$ cat src/timer_pkg.sv
// Constants and types shared by the capture/compare timer
package timer_pkg;

    // ************************************************************
    // Widths
    // ************************************************************
    localparam int CNT_W = 16;
    localparam int BYTE_W = 8;
    localparam int NUM_CH = 3;
    localparam int TICK_W = 7;
    localparam int RADIO_W = 8;

    // ************************************************************
    // Counter values
    // ************************************************************
    localparam logic [CNT_W-1:0] CNT_ZERO = 16'h0000;
    localparam logic [CNT_W-1:0] CNT_ONE = 16'h0001;
    localparam logic [CNT_W-1:0] CNT_TOP = 16'hffff;
    localparam logic [CNT_W-1:0] CC_RESET = 16'h0000;
    localparam logic [BYTE_W-1:0] BYTE_ZERO = 8'h00;

    // ************************************************************
    // Tick divider and prescaler
    // ************************************************************
    localparam logic [TICK_W-1:0] TICK_ONE = 7'h01;
    localparam logic [TICK_W-1:0] TICK_ZERO = 7'h00;
    localparam logic [TICK_W-1:0] TICK_ALL = 7'h7f;
    localparam logic [1:0] DIV_1 = 2'h0;
    localparam logic [1:0] DIV_8 = 2'h1;
    localparam logic [1:0] DIV_32 = 2'h2;
    localparam logic [1:0] DIV_128 = 2'h3;
    localparam logic [TICK_W-1:0] PRE_MASK_1 = 7'h00;
    localparam logic [TICK_W-1:0] PRE_MASK_8 = 7'h07;
    localparam logic [TICK_W-1:0] PRE_MASK_32 = 7'h1f;
    localparam logic [TICK_W-1:0] PRE_MASK_128 = 7'h7f;

    // ************************************************************
    // Mode, edge and action codes
    // ************************************************************
    localparam logic [1:0] MODE_STOP = 2'h0;
    localparam logic [1:0] MODE_FREE = 2'h1;
    localparam logic [1:0] MODE_MOD = 2'h2;
    localparam logic [1:0] MODE_UPDN = 2'h3;
    localparam logic [1:0] EDGE_NONE = 2'h0;
    localparam logic [1:0] EDGE_RISE = 2'h1;
    localparam logic [1:0] EDGE_FALL = 2'h2;
    localparam logic [1:0] EDGE_ANY = 2'h3;
    localparam logic [2:0] ACT_SET = 3'h0;
    localparam logic [2:0] ACT_CLEAR = 3'h1;
    localparam logic [2:0] ACT_TOGGLE = 3'h2;

    // ************************************************************
    // Types
    // ************************************************************
    typedef enum logic [1:0] {
        DIR_UP = 2'b01,
        DIR_DOWN = 2'b10
    } dir_t;

    typedef struct packed {
        logic [1:0] mode;
        logic [1:0] prescale;
        logic [2:0] tickRate;
    } timer_ctl_t;

    typedef struct packed {
        logic compareMode;
        logic [1:0] capEdge;
        logic [2:0] action;
        logic srcRadio;
        logic intMask;
    } chan_ctl_t;

endpackage

$ cat src/sixteen_bit_capture_compare_timer.sv
// 16-bit timer with three capture/compare channels
`timescale 1ns/10ps
// Summary of operation
// - Counter steps once per tick divided by prescaler 1, 8, 32 or 128.
// - Tick rate only gates the timer; system clock never changes.
// - Reading count low byte latches high byte; software reads low first.
// - Any write to count low byte clears the whole counter.
// - Nonzero mode runs the counter; mode 00 holds the present count.
// - Free-running counts 0x0000 to 0xFFFF then reloads zero.
// - Free-running sets wrap flag when count reaches 0xFFFF.
// - Modulo counts zero to channel 0 period, then reloads zero.
// - Modulo sets wrap flag when count reaches channel 0 period.
// - Up/down counts up to channel 0 period, down to zero, repeats.
// - Up/down sets wrap flag whenever down count reaches zero.
// - Wrap raises CPU flag if masked in; request also needs enable.
// - Three independent channels, each with one pin.
// - Capture copies count on selected pin edge while running.
// - Capture pins are synchronised; pulses must exceed one clock.
// - Capture sets channel flag; mask gates CPU flag, enable gates request.
// - Source select routes enabled radio events to capture.
// - Compare match sets, clears or toggles the driven pin.
// - Compare pins change only from flip-flops, glitch free.
// - Compare low byte is buffered until high byte is written.
// - Compare match sets channel flag (channel 0 in up/down: when down count reaches zero), gated to CPU flag and request.
module sixteen_bit_capture_compare_timer
    import timer_pkg::*;
(
    input wire logic clk,
    input wire logic rst_n,
    input wire timer_ctl_t timerCtl,
    input wire chan_ctl_t [NUM_CH-1:0] chanCtl,
    input wire logic wrapIntMask,
    input wire logic timerIntEnable,
    input wire logic countLowRead,
    input wire logic countLowWrite,
    input wire logic [NUM_CH-1:0] ccLowWrite,
    input wire logic [NUM_CH-1:0] ccHighWrite,
    input wire logic [BYTE_W-1:0] writeData,
    input wire logic wrapFlagClear,
    input wire logic [NUM_CH-1:0] chanFlagClear,
    input wire logic cpuFlagClear,
    input wire logic [NUM_CH-1:0] chanPinIn,
    input wire logic [RADIO_W-1:0] radioEvent,
    input wire logic [RADIO_W-1:0] radioEventMask,
    output logic [CNT_W-1:0] count,
    output logic [BYTE_W-1:0] countHighByte,
    output logic [NUM_CH-1:0][CNT_W-1:0] ccValue,
    output logic wrapFlag,
    output logic [NUM_CH-1:0] chanFlag,
    output logic cpuTimerFlag,
    output logic timerIrq,
    output logic [NUM_CH-1:0] chanPinOut,
    output logic [NUM_CH-1:0] chanPinOe
);

    // ************************************************************
    // Declarations
    // ************************************************************
    logic [CNT_W-1:0] count_r;
    logic [CNT_W-1:0] cntNxt;
    logic [BYTE_W-1:0] countHigh_r;
    logic [NUM_CH-1:0][CNT_W-1:0] ccReg_r;
    logic [NUM_CH-1:0][BYTE_W-1:0] ccLowBuf_r;
    dir_t dir_r;
    dir_t dirNxt;
    logic [TICK_W-1:0] tickCnt_r;
    logic [TICK_W-1:0] preCnt_r;
    logic [TICK_W-1:0] tickMask;
    logic [TICK_W-1:0] preMask;
    logic tick;
    logic divTick;
    logic running;
    logic step;
    logic wrapEvt;
    logic wrapFlag_r;
    logic [NUM_CH-1:0] chanFlag_r;
    logic cpuFlag_r;
    logic irq_r;
    logic [NUM_CH-1:0] pinSync1_r;
    logic [NUM_CH-1:0] pinSync2_r;
    logic [NUM_CH-1:0] pinPrev_r;
    logic [NUM_CH-1:0] pinOut_r;
    logic [NUM_CH-1:0] pinOe_r;
    logic [NUM_CH-1:0] edgeHit;
    logic [NUM_CH-1:0] capEvt;
    logic [NUM_CH-1:0] cmpEvt;
    logic [NUM_CH-1:0] chanEvt;
    logic [NUM_CH-1:0] intMaskVec;
    logic radioHit;
    logic cpuSet;
    logic [CNT_W-1:0] period;

    assign period = ccReg_r[0];
    assign running = (timerCtl.mode != MODE_STOP);

    // ************************************************************
    // Tick enable and prescaler
    // ************************************************************
    always_comb
    begin
        tickMask = ~(TICK_ALL << timerCtl.tickRate);
        tick = ((tickCnt_r & tickMask) == tickMask);
        case (timerCtl.prescale)
            DIV_1: preMask = PRE_MASK_1;
            DIV_8: preMask = PRE_MASK_8;
            DIV_32: preMask = PRE_MASK_32;
            DIV_128: preMask = PRE_MASK_128;
            default: preMask = PRE_MASK_1;
        endcase
        divTick = tick && ((preCnt_r & preMask) == preMask);
        step = running && divTick;
    end

    always_ff @(posedge clk)
    begin
        if (!rst_n)
        begin
            tickCnt_r <= TICK_ZERO;
        end
        else
        begin
            tickCnt_r <= tickCnt_r + TICK_ONE;
        end
    end

    always_ff @(posedge clk)
    begin
        if (!rst_n)
        begin
            preCnt_r <= TICK_ZERO;
        end
        else if (running && tick)
        begin
            preCnt_r <= preCnt_r + TICK_ONE;
        end
    end

    // ************************************************************
    // Counter next state
    // ************************************************************
    always_comb
    begin
        cntNxt = count_r;
        dirNxt = dir_r;
        wrapEvt = 1'b0;
        if (countLowWrite)
        begin
            cntNxt = CNT_ZERO;
            dirNxt = DIR_UP;
        end
        else if (step)
        begin
            case (timerCtl.mode)
                MODE_FREE:
                begin
                    cntNxt = count_r + CNT_ONE;
                    wrapEvt = (cntNxt == CNT_TOP);
                end
                MODE_MOD:
                begin
                    if (count_r >= period)
                    begin
                        cntNxt = CNT_ZERO;
                    end
                    else
                    begin
                        cntNxt = count_r + CNT_ONE;
                    end
                    wrapEvt = (cntNxt == period);
                end
                MODE_UPDN:
                begin
                    case (dir_r)
                        DIR_UP:
                        begin
                            if (count_r < period)
                            begin
                                cntNxt = count_r + CNT_ONE;
                            end
                            else if (count_r != CNT_ZERO)
                            begin
                                cntNxt = count_r - CNT_ONE;
                                dirNxt = DIR_DOWN;
                            end
                        end
                        DIR_DOWN:
                        begin
                            if (count_r == CNT_ZERO)
                            begin
                                dirNxt = DIR_UP;
                            end
                            else
                            begin
                                cntNxt = count_r - CNT_ONE;
                                if (cntNxt == CNT_ZERO)
                                begin
                                    dirNxt = DIR_UP;
                                    wrapEvt = 1'b1;
                                end
                            end
                        end
                        default: dirNxt = DIR_UP;
                    endcase
                end
                default: cntNxt = count_r;
            endcase
        end
    end

    always_ff @(posedge clk)
    begin
        if (!rst_n)
        begin
            count_r <= CNT_ZERO;
            dir_r <= DIR_UP;
        end
        else
        begin
            count_r <= cntNxt;
            dir_r <= dirNxt;
        end
    end

    always_ff @(posedge clk)
    begin
        if (!rst_n)
        begin
            countHigh_r <= BYTE_ZERO;
        end
        else if (countLowRead)
        begin
            countHigh_r <= count_r[CNT_W-1:BYTE_W];
        end
    end

    // ************************************************************
    // Channel inputs
    // ************************************************************
    always_ff @(posedge clk)
    begin
        if (!rst_n)
        begin
            pinSync1_r <= '0;
            pinSync2_r <= '0;
            pinPrev_r <= '0;
        end
        else
        begin
            pinSync1_r <= chanPinIn;
            pinSync2_r <= pinSync1_r;
            pinPrev_r <= pinSync2_r;
        end
    end

    // ************************************************************
    // Channel events
    // ************************************************************
    always_comb
    begin
        radioHit = |(radioEvent & radioEventMask);
        for (int i = 0; i < NUM_CH; i++)
        begin
            case (chanCtl[i].capEdge)
                EDGE_RISE: edgeHit[i] = pinSync2_r[i] && !pinPrev_r[i];
                EDGE_FALL: edgeHit[i] = !pinSync2_r[i] && pinPrev_r[i];
                EDGE_ANY: edgeHit[i] = pinSync2_r[i] != pinPrev_r[i];
                EDGE_NONE: edgeHit[i] = 1'b0;
                default: edgeHit[i] = 1'b0;
            endcase
            capEvt[i] = running && !chanCtl[i].compareMode
                && (chanCtl[i].srcRadio ? radioHit : edgeHit[i]);
            cmpEvt[i] = step && !countLowWrite && chanCtl[i].compareMode
                && (cntNxt == ccReg_r[i]);
            chanEvt[i] = capEvt[i] || cmpEvt[i];
            intMaskVec[i] = chanCtl[i].intMask;
        end
        if (chanCtl[0].compareMode && timerCtl.mode == MODE_UPDN)
        begin
            chanEvt[0] = wrapEvt;
        end
    end

    // ************************************************************
    // Capture/compare registers
    // ************************************************************
    always_ff @(posedge clk)
    begin
        if (!rst_n)
        begin
            for (int i = 0; i < NUM_CH; i++)
            begin
                ccReg_r[i] <= CC_RESET;
                ccLowBuf_r[i] <= BYTE_ZERO;
            end
        end
        else
        begin
            for (int i = 0; i < NUM_CH; i++)
            begin
                if (ccLowWrite[i])
                begin
                    ccLowBuf_r[i] <= writeData;
                end
                if (capEvt[i])
                begin
                    ccReg_r[i] <= count_r;
                end
                else if (ccHighWrite[i])
                begin
                    ccReg_r[i] <= {writeData, ccLowBuf_r[i]};
                end
            end
        end
    end

    // ************************************************************
    // Compare outputs
    // ************************************************************
    always_ff @(posedge clk)
    begin
        if (!rst_n)
        begin
            pinOut_r <= '0;
            pinOe_r <= '0;
        end
        else
        begin
            for (int i = 0; i < NUM_CH; i++)
            begin
                pinOe_r[i] <= running && chanCtl[i].compareMode;
                if (cmpEvt[i])
                begin
                    case (chanCtl[i].action)
                        ACT_SET: pinOut_r[i] <= 1'b1;
                        ACT_CLEAR: pinOut_r[i] <= 1'b0;
                        ACT_TOGGLE: pinOut_r[i] <= !pinOut_r[i];
                        default: pinOut_r[i] <= pinOut_r[i];
                    endcase
                end
            end
        end
    end

    // ************************************************************
    // Event flags
    // ************************************************************
    always_ff @(posedge clk)
    begin
        if (!rst_n)
        begin
            wrapFlag_r <= 1'b0;
        end
        else
        begin
            wrapFlag_r <= wrapEvt || (wrapFlag_r && !wrapFlagClear);
        end
    end

    always_ff @(posedge clk)
    begin
        if (!rst_n)
        begin
            chanFlag_r <= '0;
        end
        else
        begin
            chanFlag_r <= chanEvt | (chanFlag_r & ~chanFlagClear);
        end
    end

    // ************************************************************
    // CPU flag and request
    // ************************************************************
    always_comb
    begin
        cpuSet = (wrapFlag_r && wrapIntMask)
            || |(chanFlag_r & intMaskVec);
    end

    always_ff @(posedge clk)
    begin
        if (!rst_n)
        begin
            cpuFlag_r <= 1'b0;
            irq_r <= 1'b0;
        end
        else
        begin
            cpuFlag_r <= cpuSet || (cpuFlag_r && !cpuFlagClear);
            irq_r <= cpuFlag_r && timerIntEnable;
        end
    end

    // ************************************************************
    // Outputs
    // ************************************************************
    assign count = count_r;
    assign countHighByte = countHigh_r;
    assign ccValue = ccReg_r;
    assign wrapFlag = wrapFlag_r;
    assign chanFlag = chanFlag_r;
    assign cpuTimerFlag = cpuFlag_r;
    assign timerIrq = irq_r;
    assign chanPinOut = pinOut_r;
    assign chanPinOe = pinOe_r;

endmodule

$ cat config.mk
export PLATFORM = sky130hd
export DESIGN_NAME = sixteen_bit_capture_compare_timer
export DESIGN_NICKNAME = d
export VERILOG_FILES = /design/src/timer_pkg.sv /design/src/sixteen_bit_capture_compare_timer.sv
export SDC_FILE = /design/constraint.sdc
export NUM_CORES = 1
export LEC_CHECK = 0
export BUFFER_PORTS_ARGS = -buffer_cell sky130_fd_sc_hd__buf_2
export CORE_UTILIZATION = 58
export CTS_BUF_LIST = sky130_fd_sc_hd__clkbuf_16
export CTS_CLUSTER_SIZE = 8
export DETAILED_ROUTE_END_ITERATION = 6
export PLACE_DENSITY = 0.82
export SETUP_SLACK_MARGIN = 0.02
export SYNTH_ARGS = -nofsm -noshare
export SYNTH_HDL_FRONTEND = slang
export SYNTH_SLANG_ARGS = --single-unit
$ cat constraint.sdc
create_clock -name clk -period 5.5 [get_ports clk]
set_clock_uncertainty 0.2 [all_clocks]
set_input_delay 0.55 -clock clk [delete_from_list [all_inputs] [get_ports clk]]
set_output_delay 0.55 -clock clk [all_outputs]
set_load 0.01 [all_outputs]
==> results.tsv <==
metric	value	unit
Non-Filler Instances	1575	
maximum VDD drop	0.3141	mV
vias in the first global route	9973	
DRC Markers	0	
Worst-Skew Late Latency	0.44	ns
most frequent cells in the layout	nor2_1, buf_2, dfxtp_1, nand2_1, mux2i_1	
r2r setup slk	0.25	ns
fin worst setup slack	0.2512	ns
pre-CTS setup slack	0.5154	ns
number of buffers created by CTS	17	
Synth Register Bits	133	
Rows	46	
die height	129.4	um
commonest non-fill, non-tap cell in the layout	nor2_1	
initial antenna violation count	1	
Total Routing Usage GR	0.4952	
CP Depth	13	
Area growth syn-to-layout	17.05	%
setup violators final	0	
syn_nets	1316	
WP data required	5.63	ns
slowest CP cell	nor4_1	
DR WL/cell	26.13	um
total power draw	2.615	mW
hold crit path type	primary input to register	
via count	10910	
layout cells sized above 1	0.1951	
post-DP HPWL	29630	um
IO Pins	159	
Worst R2R Start	period[11]	
cell family with most CP delay	simple AND/OR/NAND/NOR gates	
CTS clock-pin slew for the worst setup and hold paths	0.07	ns
total grt overflow	0	
ANT nets after route	0	
DP Cell Count	1543	
Die X	129.4	um
Tmin final	5.249	ns
Critical Path AT	5.38	ns
Sink Count	133	
Crit. End Element	register	
Fin Setup TNS	0	ns
max incr delay on CP	0.81	ns
Pleak	4.642	nW
Core Footprint	15890	sq um
worst r2r dst	chanFlag[0]	
most common flop cell mapped by yosys	dfxtp_1	
Worst Path Buf+Inv	1	
critical path, cell by cell	inv_1 > ha_1 > a21oi_1 > nor2_1 > or4_4 > nor4_4 > nor3_1 > nor4_1 > nor2_1 > nor4_1 > a211oi_1 > or4_1 > a311oi_1	
Cell Pwr Density	237.3	nW/um^2
FMAX	190.5	MHz
Initial DRT Pass Iterations	6	
final WL	41160	um
post-synth cell types	86	
CP Launch Point	period[11]	
WS Path Type	register to register	
relative slew slack	0.2667	
final-report hold violation count	0	
Post-CTS Hold Buffers	0	
die area	16750	sq um
sequential area share after synthesis	0.2828	
RSZ-0062 raised after global routing	no	
htree depth	4	
Mapped Area	9417	sq um
Final Slew Violations	0	
hold_sp	chanPinIn[2]	
async set or reset register ratio after synthesis	0	
Clock Tree Buf Depth	2	
period utilization	0.9543	
post-cts resize count	0	
final instance area	11020	sq um
Avg Cell Area, Syn	7.782	sq um
crit-path max FO	10	
worst-margin pin slew	1.092	ns
starting density of the core	0.5928	
Via-to-Cell Ratio	6.928	
worst hold slack	0.1211	ns
Post-CTS Setup Bufs	0	
CTS tree	done	
Placement Cell Area	10470	sq um
worst reg2reg path depth	13	
worst setup path end	chanFlag[0]	
global-route wire length before repair	60290	um
final net count	1452	
pin count of the biggest net entering global routing	67	
Post-synth EDFFs	0	
Placer Congestion	1.126	
Mapped Cells	1210	
status	finished clean	
CP Launch Type	register	
Final Core Density	0.6938	
Root Driver	clkbuf_16	
Ys Warns	0	
1st-iter DRT viols	1638	
port bufs	158	
total of max-cap violations	0	
==> flip-flops by register name, summed over array words and instances (netlist names) <==
| register | count |
|---|---|
| countHighByte | 8 |
| period | 16 |
| timerIrq | 1 |
| chanFlag | 3 |
| ccValue | 32 |
| cpuTimerFlag | 1 |
| chanPinOe | 3 |
| pinSync1_r | 3 |
| pinSync2_r | 3 |
| ccLowBuf_r | 24 |
| preCnt_r | 7 |
| wrapFlag | 1 |
| tickCnt_r | 7 |
| chanPinOut | 3 |
| dir_r | 2 |
| count | 16 |
| pinPrev_r | 3 |
==> cell usage after synthesis (8+ instances only) <==
| cell | count | area share |
|---|---|---|
| a21oi_1 | 36 | 0.019 |
| and4_1 | 8 | 0.0074 |
| nor3_1 | 41 | 0.022 |
| nand3_1 | 33 | 0.018 |
| nand2_1 | 91 | 0.036 |
| o22ai_1 | 9 | 0.0060 |
| o21ai_0 | 59 | 0.031 |
| nand2b_1 | 9 | 0.0060 |
| mux2i_1 | 76 | 0.081 |
| o211ai_1 | 29 | 0.023 |
| a31oi_1 | 16 | 0.011 |
| o31ai_1 | 10 | 0.0080 |
| dfxtp_1 | 133 | 0.28 |
| o32ai_1 | 9 | 0.0084 |
| xnor2_1 | 31 | 0.029 |
| ha_1 | 31 | 0.041 |
| or3_1 | 18 | 0.012 |
| nor4_1 | 28 | 0.019 |
| inv_1 | 45 | 0.018 |
| and2_1 | 14 | 0.0093 |
| clkbuf_1 | 69 | 0.028 |
| and3_1 | 11 | 0.0073 |
| xor2_1 | 18 | 0.017 |
| buf_2 | 9 | 0.0048 |
| nor2_1 | 165 | 0.066 |
| a211oi_1 | 42 | 0.033 |
| nand4_1 | 22 | 0.015 |
==> cell families (layout without fill, tap and decap cells) <==
group | Yosys count | after routing | synth area share
AO/OA/AOI/OAI | 294 | 294 | 0.2226
AND/OR/NAND/NOR | 493 | 493 | 0.2681
buffers and inverters | 131 | 279 | 0.05501
XOR/XNOR | 49 | 49 | 0.04558
adder cells (fa/ha/maj) | 31 | 31 | 0.04119
flip-flops | 133 | 133 | 0.2828
other | 0 | 1 | 0
multiplexers | 79 | 79 | 0.08477
==> layer usage <==
metal	track usage	wire length (um)
met5	0	0
met4	0.3468	3100
met3	0.1858	5981
met2	0.7113	17080
met1	0.6110	14990
==> power by group <==
part           switching (mW)  total (mW)  internal, mW
combinational           0.281       0.448         0.167
sequential             0.0627        1.07          1.01
clock                   0.472        1.09         0.622
total                   0.815        2.62          1.80
==> worst reg2reg max path, cell delays in order (launching register included) <==
cell      delay, ns
dfxtp_1        0.57
inv_1          0.24
ha_1           0.35
a21oi_1        0.17
nor2_1         0.08
or4_4          0.57
nor4_4         0.58
nor3_1         0.23
nor4_1         0.81
nor2_1         0.11
nor4_1         0.27
a211oi_1       0.16
or4_1          0.56
a311oi_1       0.25
==> final cells by class <==
type / count / area [sq um]
diodes: 1 / 2.502
multi-input cells: 946 / 6241
clock buffers: 17 / 425.4
flip-flops and latches: 133 / 2663
repair buffers: 201 / 1114
fillers: 1345 / 4863
clock inverters: 14 / 128.9
well taps: 216 / 270.3
inverters: 47 / 177.7
==> worst min path at each step <==
stage / to / slack, ns / depth (start not counted)
5_1_grt: pinSync1_r[1] / 0.13 / 2
6_report: pinSync1_r[2] / 0.12 / 2
3_3_place_gp: pinSync2_r[0] / 0.21 / 1
4_1_cts: pinSync1_r[2] / 0.12 / 2
2_1_floorplan: pinSync2_r[0] / 0.21 / 1
3_5_place_dp: pinSync2_r[0] / 0.22 / 1
Power figures use the tool's default switching activity.
